File: config.mk
export PLATFORM = sky130hd
export DESIGN_NAME = xcvr_top
export DESIGN_NICKNAME = d
export VERILOG_FILES = /design/src/include/xcvr_pkg.sv /design/src/rtl/xcvr_path.sv /design/src/rtl/xcvr_top.sv
export VERILOG_INCLUDE_DIRS = /design/src /design/src/include
export SDC_FILE = /design/constraint.sdc
export NUM_CORES = 1
export LEC_CHECK = 0
export BUFFER_PORTS_ARGS = -buffer_cell sky130_fd_sc_hd__buf_2
export CAP_MARGIN = 20
export CORE_MARGIN = 1.5
export CORE_UTILIZATION = 42
export DETAILED_ROUTE_END_ITERATION = 7
export GPL_TIMING_DRIVEN = 0
export PLACE_DENSITY_LB_ADDON = 0.1
export SETUP_SLACK_MARGIN = 0.5
export SLEW_MARGIN = 20
export SYNTH_ARGS = -nofsm -noshare
export SYNTH_HDL_FRONTEND = slang
export SYNTH_SLANG_ARGS = --single-unit
File: constraint.sdc
create_clock -name CLK_I -period 1.23 [get_ports CLK_I]
set_clock_uncertainty 0.05 [all_clocks]
set_input_delay 0.123 -clock CLK_I [delete_from_list [all_inputs] [get_ports CLK_I]]
set_output_delay 0.123 -clock CLK_I [all_outputs]
set_load 0.02 [all_outputs]
File: src/include/xcvr_defs.svh
/*
 constants of the 18-bit latched bus transceiver: data width and reset value of the stores.
 assumes inclusion by bare name from the package and the rtl files.
*/
`ifndef XCVR_DEFS_SVH
`define XCVR_DEFS_SVH
`define XCVR_DATA_W     18
`define XCVR_STORE_RST  18'h00000
`endif

File: src/include/xcvr_pkg.sv
/*
 types of the transceiver: per-direction control group and storage mode.
 assumes xcvr_defs.svh on the include path.
*/
`default_nettype none
`include "xcvr_defs.svh"
package xcvr_pkg;
	typedef struct packed {
		logic output_enable_n;
		logic latch_enable;
		logic clock;
		logic clock_enable_n;
	} xcvr_ctrl_t;

	typedef enum logic [1:0] {
		XCVR_TRANSPARENT,
		XCVR_HOLD,
		XCVR_CAPTURE
	} xcvr_mode_t;
endpackage : xcvr_pkg
`default_nettype wire

File: src/rtl/xcvr_path.sv
/*
 one direction of the transceiver: latch/flip-flop store and 3-state driver.
 assumes synchronous control inputs sampled on clk and a reset already synchronised.
*/
`timescale 1ns/1ps
`default_nettype none
`include "xcvr_defs.svh"
module xcvr_path
	import xcvr_pkg::*;
#(
	parameter int W = `XCVR_DATA_W
)(
	input  wire logic              clk,
	input  wire logic              rst_n,
	input  wire xcvr_pkg::xcvr_ctrl_t ctrl,
	input  wire logic [W-1:0]      data_in,
	output var  logic [W-1:0]      data_out,
	output var  logic [W-1:0]      data_oe,
	output var  xcvr_pkg::xcvr_mode_t mode
);
	logic             clock_q;
	logic             next_clock_q;
	logic [W-1:0]     store;
	logic [W-1:0]     next_store;
	logic [W-1:0]     next_data_out;
	logic [W-1:0]     next_data_oe;
	xcvr_mode_t       next_mode;

	function automatic logic rise(input logic prev, input logic now);
		return !prev && now;
	endfunction : rise

	always_comb
	begin
		next_clock_q = ctrl.clock;
		next_store = store;
		if (ctrl.latch_enable)
		begin
			next_store = data_in;
			next_mode = XCVR_TRANSPARENT;
		end
		else if (!ctrl.clock_enable_n && rise(clock_q, ctrl.clock))
		begin
			next_store = data_in;
			next_mode = XCVR_CAPTURE;
		end
		else
		begin
			next_mode = XCVR_HOLD;
		end
		next_data_out = next_store;
		// disable wins over every store mode
		next_data_oe = ctrl.output_enable_n ? '0 : '1;
	end

	// store has no documented reset; zero is only a defined start
	always_ff @(posedge clk or negedge rst_n)
	begin
		if (!rst_n)
		begin
			clock_q  <= 1'b0;
			store    <= `XCVR_STORE_RST;
			data_out <= `XCVR_STORE_RST;
			data_oe  <= '0;
			mode     <= XCVR_HOLD;
		end
		else
		begin
			clock_q  <= next_clock_q;
			store    <= next_store;
			data_out <= next_data_out;
			data_oe  <= next_data_oe;
			mode     <= next_mode;
		end
	end

	chk_transparent_pass: assert property (@(posedge clk) disable iff (!rst_n)
		ctrl.latch_enable |=> data_out == $past(data_in)) else $error("transparent path wrong");
	chk_hold_steady: assert property (@(posedge clk) disable iff (!rst_n)
		(!ctrl.latch_enable && ctrl.clock == clock_q) |=> data_out == $past(data_out))
		else $error("held data changed");
	chk_edge_capture: assert property (@(posedge clk) disable iff (!rst_n)
		(!ctrl.latch_enable && !ctrl.clock_enable_n && ctrl.clock && !clock_q) |=> data_out == $past(data_in))
		else $error("edge capture missed");
	chk_gated_edge: assert property (@(posedge clk) disable iff (!rst_n)
		(!ctrl.latch_enable && ctrl.clock_enable_n) |=> data_out == $past(data_out))
		else $error("gated clock changed data");
	chk_drive_on: assert property (@(posedge clk) disable iff (!rst_n)
		!ctrl.output_enable_n |=> data_oe == '1) else $error("outputs not driven");
	chk_drive_off: assert property (@(posedge clk) disable iff (!rst_n)
		ctrl.output_enable_n |=> data_oe == '0) else $error("outputs not released");
	cov_transparent: cover property (@(posedge clk) disable iff (!rst_n) mode == XCVR_TRANSPARENT);
	cov_capture: cover property (@(posedge clk) disable iff (!rst_n) mode == XCVR_CAPTURE);
	cov_hold_then_cap: cover property (@(posedge clk) disable iff (!rst_n)
		mode == XCVR_HOLD ##1 mode == XCVR_CAPTURE);
endmodule : xcvr_path
`default_nettype wire

File: src/rtl/xcvr_top.sv
/*
 18-bit two-way latched bus transceiver, A side and B side: reset release and the two store paths.
 assumes all control inputs synchronous to CLK_I; pad logic resolves enables to wires.
 assumes the store clocks hold each level for at least one CLK_I cycle, else an edge is missed.
*/
`timescale 1ns/1ps
`default_nettype none
`include "xcvr_defs.svh"
module xcvr_top
	import xcvr_pkg::*;
#(
	parameter int W = `XCVR_DATA_W
)(
	input  wire logic         CLK_I,
	input  wire logic         RESETN_I,
	input  wire logic         A_TO_B_OUTPUT_ENABLE_N_I,
	input  wire logic         A_TO_B_LATCH_ENABLE_I,
	input  wire logic         A_TO_B_CLOCK_I,
	input  wire logic         A_TO_B_CLOCK_ENABLE_N_I,
	input  wire logic         B_TO_A_OUTPUT_ENABLE_N_I,
	input  wire logic         B_TO_A_LATCH_ENABLE_I,
	input  wire logic         B_TO_A_CLOCK_I,
	input  wire logic         B_TO_A_CLOCK_ENABLE_N_I,
	input  wire logic [W-1:0] A_I,
	output var  logic [W-1:0] A_O,
	output var  logic [W-1:0] A_OE_O,
	input  wire logic [W-1:0] B_I,
	output var  logic [W-1:0] B_O,
	output var  logic [W-1:0] B_OE_O
);
	logic       rst_meta;
	logic       rst_n;
	logic       next_rst_meta;
	logic       next_rst_n;
	xcvr_ctrl_t ab_ctrl;
	xcvr_ctrl_t ba_ctrl;
	xcvr_mode_t ab_mode;
	xcvr_mode_t ba_mode;
	logic       ab_clock_seen;
	logic       ba_clock_seen;
	logic       next_ab_clock_seen;
	logic       next_ba_clock_seen;

	// release delayed two edges so no path leaves reset on a half-settled edge
	always_comb
	begin
		next_rst_meta = 1'b1;
		next_rst_n    = rst_meta;
	end

	always_ff @(posedge CLK_I or negedge RESETN_I)
	begin
		if (!RESETN_I)
		begin
			rst_meta <= 1'b0;
			rst_n    <= 1'b0;
		end
		else
		begin
			rst_meta <= next_rst_meta;
			rst_n    <= next_rst_n;
		end
	end

	// fields by name: a positional pattern would swap pins silently if the struct changed
	always_comb
	begin
		ab_ctrl.output_enable_n = A_TO_B_OUTPUT_ENABLE_N_I;
		ab_ctrl.latch_enable    = A_TO_B_LATCH_ENABLE_I;
		ab_ctrl.clock           = A_TO_B_CLOCK_I;
		ab_ctrl.clock_enable_n  = A_TO_B_CLOCK_ENABLE_N_I;
		ba_ctrl.output_enable_n = B_TO_A_OUTPUT_ENABLE_N_I;
		ba_ctrl.latch_enable    = B_TO_A_LATCH_ENABLE_I;
		ba_ctrl.clock           = B_TO_A_CLOCK_I;
		ba_ctrl.clock_enable_n  = B_TO_A_CLOCK_ENABLE_N_I;
	end

	// pin-side copy of the last sampled store clocks, read by the checks only
	always_comb
	begin
		next_ab_clock_seen = A_TO_B_CLOCK_I;
		next_ba_clock_seen = B_TO_A_CLOCK_I;
	end

	always_ff @(posedge CLK_I or negedge rst_n)
	begin
		if (!rst_n)
		begin
			ab_clock_seen <= 1'b0;
			ba_clock_seen <= 1'b0;
		end
		else
		begin
			ab_clock_seen <= next_ab_clock_seen;
			ba_clock_seen <= next_ba_clock_seen;
		end
	end

	// outputs are flops inside each path
	xcvr_path #(.W(W)) u_a_to_b (
		.clk      (CLK_I),
		.rst_n    (rst_n),
		.ctrl     (ab_ctrl),
		.data_in  (A_I),
		.data_out (B_O),
		.data_oe  (B_OE_O),
		.mode     (ab_mode)
	);

	xcvr_path #(.W(W)) u_b_to_a (
		.clk      (CLK_I),
		.rst_n    (rst_n),
		.ctrl     (ba_ctrl),
		.data_in  (B_I),
		.data_out (A_O),
		.data_oe  (A_OE_O),
		.mode     (ba_mode)
	);

	// floated outputs while the internal reset is held
	chk_reset_float: assert property (@(posedge CLK_I)
		!rst_n
		|=> (A_OE_O == '0 && B_OE_O == '0))
		else $error("outputs driven during reset");

	// a-to-b as seen at the pins
	chk_ab_pass_pins: assert property (@(posedge CLK_I) disable iff (!rst_n)
		A_TO_B_LATCH_ENABLE_I
		|=> B_O == $past(A_I))
		else $error("b side misses the transparent word");

	chk_ab_hold_pins: assert property (@(posedge CLK_I) disable iff (!rst_n)
		(!A_TO_B_LATCH_ENABLE_I && A_TO_B_CLOCK_I == ab_clock_seen)
		|=> $stable(B_O))
		else $error("b side held word changed");

	chk_ab_capture_pins: assert property (@(posedge CLK_I) disable iff (!rst_n)
		(!A_TO_B_LATCH_ENABLE_I && !A_TO_B_CLOCK_ENABLE_N_I && A_TO_B_CLOCK_I && !ab_clock_seen)
		|=> B_O == $past(A_I))
		else $error("b side missed a clock rise");

	chk_ab_gate_pins: assert property (@(posedge CLK_I) disable iff (!rst_n)
		(!A_TO_B_LATCH_ENABLE_I && A_TO_B_CLOCK_ENABLE_N_I)
		|=> $stable(B_O))
		else $error("b side changed with clock gated");

	chk_ab_drive_pins: assert property (@(posedge CLK_I) disable iff (!rst_n)
		!A_TO_B_OUTPUT_ENABLE_N_I
		|=> B_OE_O == '1)
		else $error("b side not driven");

	chk_ab_float_pins: assert property (@(posedge CLK_I) disable iff (!rst_n)
		A_TO_B_OUTPUT_ENABLE_N_I
		|=> B_OE_O == '0)
		else $error("b side not released");

	chk_ab_mode_pass: assert property (@(posedge CLK_I) disable iff (!rst_n)
		ab_mode == XCVR_TRANSPARENT
		|-> B_O == $past(A_I))
		else $error("b side transparent mode wrong word");

	chk_ab_mode_hold: assert property (@(posedge CLK_I) disable iff (!rst_n)
		ab_mode == XCVR_HOLD
		|-> $stable(B_O))
		else $error("b side hold mode changed word");

	chk_ab_mode_cap: assert property (@(posedge CLK_I) disable iff (!rst_n)
		ab_mode == XCVR_CAPTURE
		|-> B_O == $past(A_I))
		else $error("b side capture mode wrong word");

	// b-to-a as seen at the pins
	chk_ba_transparent: assert property (@(posedge CLK_I) disable iff (!rst_n)
		B_TO_A_LATCH_ENABLE_I
		|=> A_O == $past(B_I))
		else $error("b to a transparent wrong");

	chk_ba_release: assert property (@(posedge CLK_I) disable iff (!rst_n)
		B_TO_A_OUTPUT_ENABLE_N_I
		|=> A_OE_O == '0)
		else $error("a side not released");

	chk_ba_drive_pins: assert property (@(posedge CLK_I) disable iff (!rst_n)
		!B_TO_A_OUTPUT_ENABLE_N_I
		|=> A_OE_O == '1)
		else $error("a side not driven");

	chk_ba_hold_pins: assert property (@(posedge CLK_I) disable iff (!rst_n)
		(!B_TO_A_LATCH_ENABLE_I && B_TO_A_CLOCK_I == ba_clock_seen)
		|=> $stable(A_O))
		else $error("a side held word changed");

	chk_ba_capture_pins: assert property (@(posedge CLK_I) disable iff (!rst_n)
		(!B_TO_A_LATCH_ENABLE_I && !B_TO_A_CLOCK_ENABLE_N_I && B_TO_A_CLOCK_I && !ba_clock_seen)
		|=> A_O == $past(B_I))
		else $error("a side missed a clock rise");

	chk_ba_gate_pins: assert property (@(posedge CLK_I) disable iff (!rst_n)
		(!B_TO_A_LATCH_ENABLE_I && B_TO_A_CLOCK_ENABLE_N_I)
		|=> $stable(A_O))
		else $error("a side changed with clock gated");

	chk_ba_mode_pass: assert property (@(posedge CLK_I) disable iff (!rst_n)
		ba_mode == XCVR_TRANSPARENT
		|-> A_O == $past(B_I))
		else $error("a side transparent mode wrong word");

	chk_ba_mode_hold: assert property (@(posedge CLK_I) disable iff (!rst_n)
		ba_mode == XCVR_HOLD
		|-> $stable(A_O))
		else $error("a side hold mode changed word");

	chk_ba_mode_cap: assert property (@(posedge CLK_I) disable iff (!rst_n)
		ba_mode == XCVR_CAPTURE
		|-> A_O == $past(B_I))
		else $error("a side capture mode wrong word");

	cov_both_ways: cover property (@(posedge CLK_I) disable iff (!rst_n)
		A_OE_O == '1 ##1 B_OE_O == '1);
	cov_ba_capture: cover property (@(posedge CLK_I) disable iff (!rst_n)
		ba_mode == XCVR_CAPTURE ##1 ba_mode == XCVR_HOLD);
endmodule : xcvr_top
`default_nettype wire

==> reports/metrics.yaml, run 1 <==
fin_area_um2: 4120
dpl.hpwl_um: 4250
drtPass1Iterations: 4
required_ps: 1060
nets: 447
min-delay-start: "B_I[0]"
rows: 27
initial_core_util_pct: 44.4
ys_ff_latch: 42
cp_data_arrival_time_ps: 1220
postSynth.asyncResetShare_pct: 100
first_iter_violations: 80
synth.most_common_cell: "dfrtp_1"
synth_area_um2: 2490
slowest_stage: "dfrtp_4"
crit_buf_inv: 3
grt_pass1_vias: 2272
vias: 2354
synth_edf_count: 0
failed_checks: "negative setup slack"
hold_viol_final: 0
routedWlPerCell_um: 15.0
cpMostUsedCell: "buf_6"
p_leak_nw: 1.91
setup_ws_ps: -161
p_total_mw: 3.96
cts_buffer_depth: 2
r2r_cells: 4
grt_max_degree: 22
core_area_um2: 5610
p_per_area_nw_per_um2: 960
die_h_um: 80.0
yosysWarnings: 0
synth_ff_type: "dfrtp_1"
utilization_pct: 73.5
final.setup.tns_ps: -5160
r2r_end: "u_a_to_b.data_out[7]$_DFFE_PN0P_"
tritoncts: "yes"
overflow: 0
hold_path_end: "u_b_to_a.store[0]$_DFFE_PN0P_"
rsz0062_at_grt: "true"
dieArea_um2: 6400
period_needed_ps: 1390
seq_area_frac_synth_pct: 42.2
grt_pass1_wl_um: 10600
synthCells: 245
clkSinkCount: 42
status: "finished, violations left"
io_buffers: 113
root_buffer: "clkbuf_8"
finalCritPeriodShare_pct: 113
htree_levels: 2
wl_um: 7100
slew_violations: 0
reg2reg_slack_ps: -30
rr_startpoint: "u_a_to_b.clock_q$_DFF_PN0_"
start_kind: "register"
seqPwrFrac_pct: 41.1
placed_area_um2: 3300
ir_drop_mv: 0.609
fmax_mhz: 719
viasPerCell: 4.97
crit_type: "reg2out"
ys_top_cells_by_area: "dfrtp_1 42%, nand4bb_1 16%, o211ai_1 11%, buf_4 10%, nand2b_1 9.0%"
io_pins: 118
netlist.area_leader.share_pct: 42.2
cp_max_fo: 7
p_int_mw: 2.73
cts_made_buffers: 5
swShare_pct: 31.1
syn_area_per_cell_um2: 10.2
dieWidth_um: 80.0
hold_class: "in2reg"
drv_cap: 0
crit_family: "flip-flops"
antenna_found_initial: 0
setup_viol_count_final: 49
gr-usage-all-layers_pct: 21.1
final_cells: 474
combPwrFrac_pct: 35.0
clk_pin_slew_ps: 80
hold_depth: 3
route.detailed.drc: 0
yosysTopAreaCell: "dfrtp_1"
synth_cell_type_count: 12
p_clk_share_pct: 23.9
gp_congestion: 0.774
antennaDiodeCount: 0
ant_nets: 0
netlist_top_cells_count: "42 x dfrtp_1, 36 x nand2_1, 36 x nand2b_1, 36 x nand4bb_1, 36 x o211ai_1"
endpoint_kind: "primary output"
switchingPower_mw: 1.23
cpPeakStageDelay_ps: 530
drive_gt1_share_pct: 50.7
crit_chain: "buf_8 -> buf_6 -> buf_6"
clkLatencyLatePin_ps: 290
syn2layout_area_growth_pct: 65.5
syn-num-nets: 291
dp_cells: 430
metrics by stage:
stage / setup WS [ps] / hold slack, ps
finish: -161 / 15.8
global route: -190 / 17.7
detailed placement: -169 / -134
global placement: -162 / -140
CTS: -145 / 5.01
floorplan: 1.94 / -223
registers in the layout, indices dropped and copies added, names as in the netlist:
register and count:
next_rst_n 1, rst_n 1, u_a_to_b.clock_q 1, u_a_to_b.data_oe 1
u_a_to_b.data_out 18, u_b_to_a.clock_q 1, u_b_to_a.data_oe 1, u_b_to_a.store 18
timing repair:
action | 4_1_cts | 5_1_grt
resized for setup | 93 | 37
setup endpoints to repair | 148 | 129
pin swaps | 11 | 1
setup buffers | 22 | 7
hold buffers | 4 | 0
cloned | 2 | 1
endpoints found under the hold margin | 5 | 0
layer usage:
layer,GRT usage (%),vias up,part of all wire [%]
met3,4.23,6,6.5
met1,27.1,1119,42
met5,0,-,0
met4,6.90,0,1.0
met2,35.5,84,50
li1,-,1145,-
worst register-to-register path, stage by stage, from the launching register on:
cell and delay [ps]:
dfrtp_1 380, buf_6 120, nor3b_4 320, buf_6 170, o211ai_1 90
layout make-up:
cell class,count,area [µm²]
Fill cell,426,1480
Timing Repair Buffer,149,1280
Multi-Input combinational cell,147,1080
Sequential cell,42,1060
Buffer,54,507
Tap cell,72,90.1
Clock buffer,6,82.6
Clock inverter,2,12.5
Inverter,2,7.51
worst max-delay path by stage:
| stage | depth (start not counted) | slack [ps] | startpoint | to |
|---|---|---|---|---|
| after floorplan | 4 | 2 | u_b_to_a.clock_q$_DFF_PN0_ | u_b_to_a.store[0]$_DFFE_PN0P_ |
| after global placement | 4 | -160 | u_b_to_a.clock_q$_DFF_PN0_ | u_b_to_a.store[2]$_DFFE_PN0P_ |
| after detailed placement | 4 | -170 | u_b_to_a.clock_q$_DFF_PN0_ | u_b_to_a.store[14]$_DFFE_PN0P_ |
| after CTS | 3 | -140 | u_b_to_a.data_oe[16]$_DFF_PN0_ | A_OE_O[13] |
| after global routing | 3 | -190 | u_b_to_a.data_oe[16]$_DFF_PN0_ | A_OE_O[4] |
| final | 3 | -160 | u_b_to_a.data_oe[16]$_DFF_PN0_ | A_OE_O[4] |
power groups by stage:
stage / sequential [mW] / combinational (mW) / clock [mW]
finish: 1.63 / 1.38 / 0.947
global route: 1.64 / 1.48 / 1.03
CTS: 1.63 / 1.29 / 0.971
detailed placement: 1.66 / 0.991 / 0
global placement: 1.66 / 0.983 / 0
floorplan: 1.81 / 0.486 / 0
cell families after synthesis:
group / share of synthesized area, %
and+or+nand+nor: 32.2
buffers and inverters: 14.6
other: 0.151
AOI/OAI and AO/OA: 10.8
DFF: 42.2
cell usage in the layout (no fill, tap or decap):
cell | netlist | routed
clkbuf_8 | 0 | 8
nand2_1 | 36 | 36
clkbuf_2 | 0 | 1
buf_16 | 0 | 1
conb_1 | 1 | 1
buf_8 | 0 | 2
dlymetal6s4s_1 | 0 | 1
clkinv_2 | 0 | 1
clkbuf_16 | 0 | 1
dfrtp_1 | 42 | 39
buf_2 | 8 | 64
dfrtp_4 | 0 | 3
buf_4 | 34 | 18
nand4bb_1 | 36 | 36
dlygate4sd3_1 | 0 | 3
nor3b_4 | 2 | 2
clkinvlp_4 | 0 | 1
clkbuf_1 | 10 | 8
o211ai_1 | 36 | 36
inv_1 | 2 | 2
nand2b_1 | 36 | 36
buf_6 | 2 | 102
Note: power is estimated with default switching activity, not from simulation.
==> run 2, diff against run 1 <==
--- a/config.mk
+++ b/config.mk
@@ -13,7 +13,7 @@
 export DETAILED_ROUTE_END_ITERATION = 7
 export GPL_TIMING_DRIVEN = 0
 export PLACE_DENSITY_LB_ADDON = 0.1
-export SETUP_SLACK_MARGIN = 0.5
+export SETUP_SLACK_MARGIN = 0.1
 export SLEW_MARGIN = 20
 export SYNTH_ARGS = -nofsm -noshare
 export SYNTH_HDL_FRONTEND = slang
==> reports/metrics.yaml, run 2 (synthesis results as in run 1) <==
vias: 2363  # +0.38%
rows: 27  # unchanged
grt_pass1_vias: 2281  # +0.40%
fmax_mhz: 756  # +5.1%
dieWidth_um: 80.0  # unchanged
rsz0062_at_grt: "true"
start_kind: "register"
layout_common_cells: "87 x buf_6, 83 x buf_2, 39 x dfrtp_1"
route.detailed.drc: 0  # unchanged
hold_class: "in2reg"
io_pins: 118  # unchanged
p_leak_nw: 1.82  # -4.9%
gr-usage-all-layers_pct: 22.8  # +1.7 points
grt_max_degree: 41  # +86%
fill_cells: 414  # -2.8%
endpoint_kind: "primary output"
p_clk_share_pct: 32.0  # +8.1 points
cts_made_buffers: 5  # unchanged
hold_ws_ps: 10.9  # -4.88 ps
setup_ws_ps: -93.3  # +68.0 ps
cp_max_fo: 7  # unchanged
drtPass1Iterations: 4  # unchanged
syn2layout_area_growth_pct: 57.1
overflow: 0  # unchanged
dpl_worst_slack_ps: -169  # +0.388 ps
root_buffer: "clkbuf_8"
ir_drop_mv: 0.549  # -9.9%
drive_gt1_share_pct: 49.0  # -1.8 points
io_buffers: 113  # unchanged
grt_pass1_wl_um: 11200  # +6.0%
nets: 437  # -2.2%
worst_pin_slew_ps: 554
period_needed_ps: 1320  # -68.0 ps
finalCritPeriodShare_pct: 108  # -5.5 points
relSlewSlack_pct: 63.0
cp_data_arrival_time_ps: 1150  # -70 ps
viasPerCell: 5.09  # +2.5%
final_common_cell: "buf_6"
setup_viol_count_final: 44  # -10%
antenna_found_initial: 0  # unchanged
dieArea_um2: 6400  # unchanged
seqPwrFrac_pct: 39.1  # -2.0 points
clkLatencyLatePin_ps: 300  # about the same
status: "finished, violations left"
final.setup.tns_ps: -2580  # +2570 ps
cts_buffer_depth: 2  # unchanged
die_h_um: 80.0  # unchanged
combPwrFrac_pct: 28.9  # -6.1 points
regArea_um2: 1060  # -0.47%
switchingPower_mw: 1.21  # -1.3%
first_iter_violations: 88  # +10%
utilization_pct: 69.8  # -3.7 points
slew_violations: 0  # unchanged
p_int_mw: 2.91  # +6.8%
clkSinkCount: 42  # unchanged
crit_type: "reg2out"
gp_congestion: 0.785  # +1.4%
reg_top3: "u_a_to_b.data_out: 18 flops, u_b_to_a.store: 18 flops"
failed_checks: "negative setup slack"
tritoncts: "yes"
antennaDiodeCount: 0  # unchanged
htree_levels: 2  # unchanged
multi_input_area_um2: 1080  # unchanged
wl_um: 7430  # +4.7%
initial_core_util_pct: 44.4  # unchanged
drv_cap: 0  # unchanged
routedWlPerCell_um: 16.0  # +6.9%
hold_viol_final: 0  # unchanged
ant_nets: 0  # unchanged
required_ps: 1060  # about the same
dpl.hpwl_um: 4180  # -1.6%
p_per_area_nw_per_um2: 1060  # +9.9%
swShare_pct: 29.4  # -1.7 points
clk_pin_slew_ps: 90  # about the same
core_area_um2: 5610  # unchanged
## run 2: area by class of cell
class                      instances  share of cell area, %
buffer                            54                   12.5
clock buffer                       5                   1.76
clock inverter                     3                   1.76
inverter                           2                  0.192
multi-input combinational        147                   27.5
sequential                        42                   27.0
tap                               72                   2.30
timing repair buffer             139                   27.0
## run 2: routing by layer
layer / vias up / part of all wire, % / track usage (%)
met5: - / 0 / 0
met4: 0 / 1.7 / 6.21
met3: 10 / 6.0 / 5.26
met2: 82 / 49 / 38.8
met1: 1148 / 43 / 29.0
li1: 1123 / - / -
## run 2: power groups by stage
stage               clock network, mW  logic, mW  registers, mW
finish                           1.32       1.19           1.61
global route                     1.41       1.28           1.64
CTS                              1.36       1.14           1.61
detailed placement                  0      0.954           1.65
global placement                    0      0.948           1.65
floorplan                           0      0.450           1.80
## run 2: what timing repair did
item | CTS | global route
setup endpoints to repair | 80 | 72
pin swaps | 22 | 11
hold buffers | 5 | 0
cloned | 3 | 1
resized for setup | 98 | 31
hold endpoints to repair | 6 | 0
setup buffers | 16 | 2
## run 2: critical path, cell delays in order (launching register included)
cell	delay, ps
dfrtp_2	460
buf_6	160
buf_6	120
buf_6	120
## run 2: path summary, 6_finish.rpt
kind                                           startpoint                        endpoint  slack [ps]  cells past startpoint
setup / recovery           u_a_to_b.data_oe[16]$_DFF_PN0_                       B_OE_O[6]         -90                      3
hold / removal                                    B_I[10]  u_b_to_a.store[10]$_DFFE_PN0P_          10                      3
setup reg to reg               u_b_to_a.clock_q$_DFF_PN0_  u_b_to_a.store[16]$_DFFE_PN0P_         -20                      5
hold reg to reg                           rst_n$_DFF_PN0_   u_b_to_a.store[3]$_DFFE_PN0P_         280                      0
max in group asynchronous                 rst_n$_DFF_PN0_  u_a_to_b.data_oe[16]$_DFF_PN0_         440                      0
min in group asynchronous                        RESETN_I                 rst_n$_DFF_PN0_          70                      2
## run 2: per-stage QoR
stage               std cells  power, mW  area [µm²]
detailed placement        430       2.60        3160
finish                    464       4.13        3910
CTS                       462       4.11        3800
global route              464       4.32        3910
floorplan                 245       2.25        2500
global placement          430       2.59        3160
==> run 3, diff against run 2 <==
--- a/config.mk
+++ b/config.mk
@@ -8,6 +8,7 @@
 export LEC_CHECK = 0
 export BUFFER_PORTS_ARGS = -buffer_cell sky130_fd_sc_hd__buf_2
 export CAP_MARGIN = 20
+export CORE_ASPECT_RATIO = 0.6
 export CORE_MARGIN = 1.5
 export CORE_UTILIZATION = 42
 export DETAILED_ROUTE_END_ITERATION = 7
==> reports/metrics.yaml, run 3 (synthesis results as in run 1) <==
status: "finished, violations left"
failed_checks: "negative setup slack"
crit_family: "flip-flops"
hold_viol_final: 0  # unchanged
dieArea_um2: 6420  # +0.23%
first_iter_violations: 97  # +10%
slowest_stage: "dfrtp_1"
root_buffer: "clkbuf_8"
wl_met1_um: 3550  # +10%
swShare_pct: 31.5  # +2.1 points
r2r_end: "u_b_to_a.store[5]$_DFFE_PN0P_"
p_clk_share_pct: 24.6  # -7.4 points
min-delay-start: "B_I[10]"
cp_max_fo: 6  # -1
htree_levels: 2  # unchanged
switchingPower_mw: 1.17  # -3.8%
ir_drop_mv: 0.687  # +25%
nets: 432  # -1.1%
ant_nets: 0  # unchanged
initial_core_util_pct: 44.1  # -0.32 points
cts_made_buffers: 5  # unchanged
crit_buf_inv: 2  # -1
crit_chain: "buf_6 -> nor3b_4 -> buf_6 -> o211ai_1"
antenna_found_initial: 0  # unchanged
clkSinkCount: 42  # unchanged
reg2reg_slack_ps: -90  # -70 ps
p_per_area_nw_per_um2: 970  # -8.1%
antennaDiodeCount: 0  # unchanged
routedWlPerCell_um: 15.5  # -3.5%
drtPass1Iterations: 4  # unchanged
r2r_cells: 4  # -1
dpl.hpwl_um: 4290  # +2.8%
viasPerCell: 4.89  # -4.0%
relSlewSlack_pct: 65.7  # +2.7 points
wl_um: 7220  # -2.8%
p_int_mw: 2.54  # -13%
grt_pass1_vias: 2190  # -4.0%
period_needed_ps: 1320  # -6.67 ps
drive_gt1_share_pct: 48.3  # -0.66 points
hold_depth: 3  # unchanged
clk_pin_slew_ps: 80  # about the same
rr_startpoint: "u_b_to_a.clock_q$_DFF_PN0_"
cp_data_arrival_time_ps: 1420  # +270 ps
hold_path_end: "u_b_to_a.store[10]$_DFFE_PN0P_"
slew_violations: 0  # unchanged
setup_viol_count_final: 69  # +57%
gr-usage-all-layers_pct: 21.7  # -1.2 points
seqPwrFrac_pct: 43.6  # +4.5 points
core_area_um2: 5650  # +0.74%
placed_area_um2: 3170  # +0.32%
syn2layout_area_growth_pct: 53.6
finalCritPeriodShare_pct: 107  # -0.54 points
grt_pass1_wl_um: 10800  # -4.2%
fin_area_um2: 3830  # -2.2%
clkLatencyLatePin_ps: 290  # about the same
gp_congestion: 0.794  # +1.1%
dieWidth_um: 102  # +28%
drv_cap: 0  # unchanged
grt_max_degree: 41  # unchanged
wl_met3_um: 411  # -8.3%
worst_pin_slew_ps: 515  # -39.8 ps
combPwrFrac_pct: 31.8  # +2.9 points
final_common_cell: "buf_2"
endpoint_kind: "register"
layout_common_cells: "83 x buf_2, 81 x buf_6, 39 x dfrtp_1"
routed.top_layer: "met4"
required_ps: 1330  # +270 ps
p_leak_nw: 1.77  # -2.6%
die_h_um: 62.7  # -22%
reg_top3: "u_a_to_b.data_out: 18 flops, u_b_to_a.store: 18 flops"
final_cells: 467  # +0.65%
overflow: 0  # unchanged
crit_type: "reg2reg"
tritoncts: "yes"
setup_ws_ps: -86.6  # +6.67 ps
route.detailed.drc: 0  # unchanged
rows: 21  # -22%
hold_ws_ps: 17.5  # +6.62 ps
hold_class: "in2reg"
start_kind: "register"
cpPeakStageDelay_ps: 390  # -70 ps
cpMostUsedCell: "buf_6"
rsz0062_at_grt: "true"
wl_met2_um: 3230  # -11%
dp_cells: 438  # +1.9%
io_buffers: 113  # unchanged
vias: 2284  # -3.3%
io_pins: 118  # unchanged
cts_buffer_depth: 2  # unchanged
fmax_mhz: 760  # +0.51%
-- run 3: cell types whose count changed in the layout (fill, tap and decap cells not counted), sizes merged --
cell	delta
dlygate4sd3	-1
buf	-4
bufinv	-2
clkbuf	+2
-- run 3: power by group through the flow --
stage                     logic, mW  registers (mW)  clock network, mW
after floorplan               0.450            1.80                  0
after global placement        0.947            1.65                  0
after detailed placement      0.953            1.65                  0
after CTS                      1.09            1.62              0.948
after global routing           1.27            1.64               1.02
final                          1.18            1.62              0.914
-- run 3: final cells by class --
class,count,area (µm²)
Fill cell,453,1820
Multi-Input combinational cell,147,1080
Sequential cell,42,1060
Timing Repair Buffer,134,1000
Buffer,54,493
Tap cell,80,100
Clock buffer,7,86.3
Inverter,2,7.51
Clock inverter,1,5.00
-- run 3: routing by layer --
| metal | vias to the layer above | global-route usage (%) |
|---|---|---|
| met5 | - | 0 |
| met4 | 0 | 4.97 |
| met3 | 5 | 4.92 |
| met2 | 76 | 34.2 |
| met1 | 1088 | 30.4 |
| li1 | 1115 | - |
-- run 3: timing repair --
action                                 4_1_cts  5_1_grt
resized for setup                           65       58
hold buffers                                 3        1
endpoints found under the hold margin        4        1
setup buffers                               14        0
pin swaps                                   28        4
setup endpoints to repair                   72       72
gates cloned                                 2        1
-- run 3: through the flow --
step | total power, mW | setup TNS [ps] | setup slack, ps | util (%)
floorplan | 2.25 | 0 | 4.98 | -
global placement | 2.59 | -3290 | -167 | 56.1
detailed placement | 2.61 | -3280 | -184 | 56.1
CTS | 3.65 | -2810 | -73.5 | 64.1
global route | 3.93 | -6620 | -125 | 67.8
finish | 3.71 | -3090 | -86.6 | 67.8
-- run 3: how the worst max path moves through the flow --
stage	from	to	slack, ps	depth (start not counted)
detailed placement	u_a_to_b.clock_q$_DFF_PN0_	u_a_to_b.data_out[11]$_DFFE_PN0P_	-180	4
global placement	u_a_to_b.clock_q$_DFF_PN0_	u_a_to_b.data_out[7]$_DFFE_PN0P_	-170	4
floorplan	u_b_to_a.clock_q$_DFF_PN0_	u_b_to_a.store[0]$_DFFE_PN0P_	5	4
finish	u_b_to_a.clock_q$_DFF_PN0_	u_b_to_a.store[5]$_DFFE_PN0P_	-90	4
CTS	u_b_to_a.data_oe[16]$_DFF_PN0_	A_OE_O[12]	-70	3
global route	u_a_to_b.clock_q$_DFF_PN0_	u_a_to_b.data_out[14]$_DFFE_PN0P_	-130	4
-- run 3: worst register-to-register path: stages, from the launching register on --
cell and delay (ps):
dfrtp_1 390, buf_6 130, nor3b_4 320, buf_6 180, o211ai_1 110
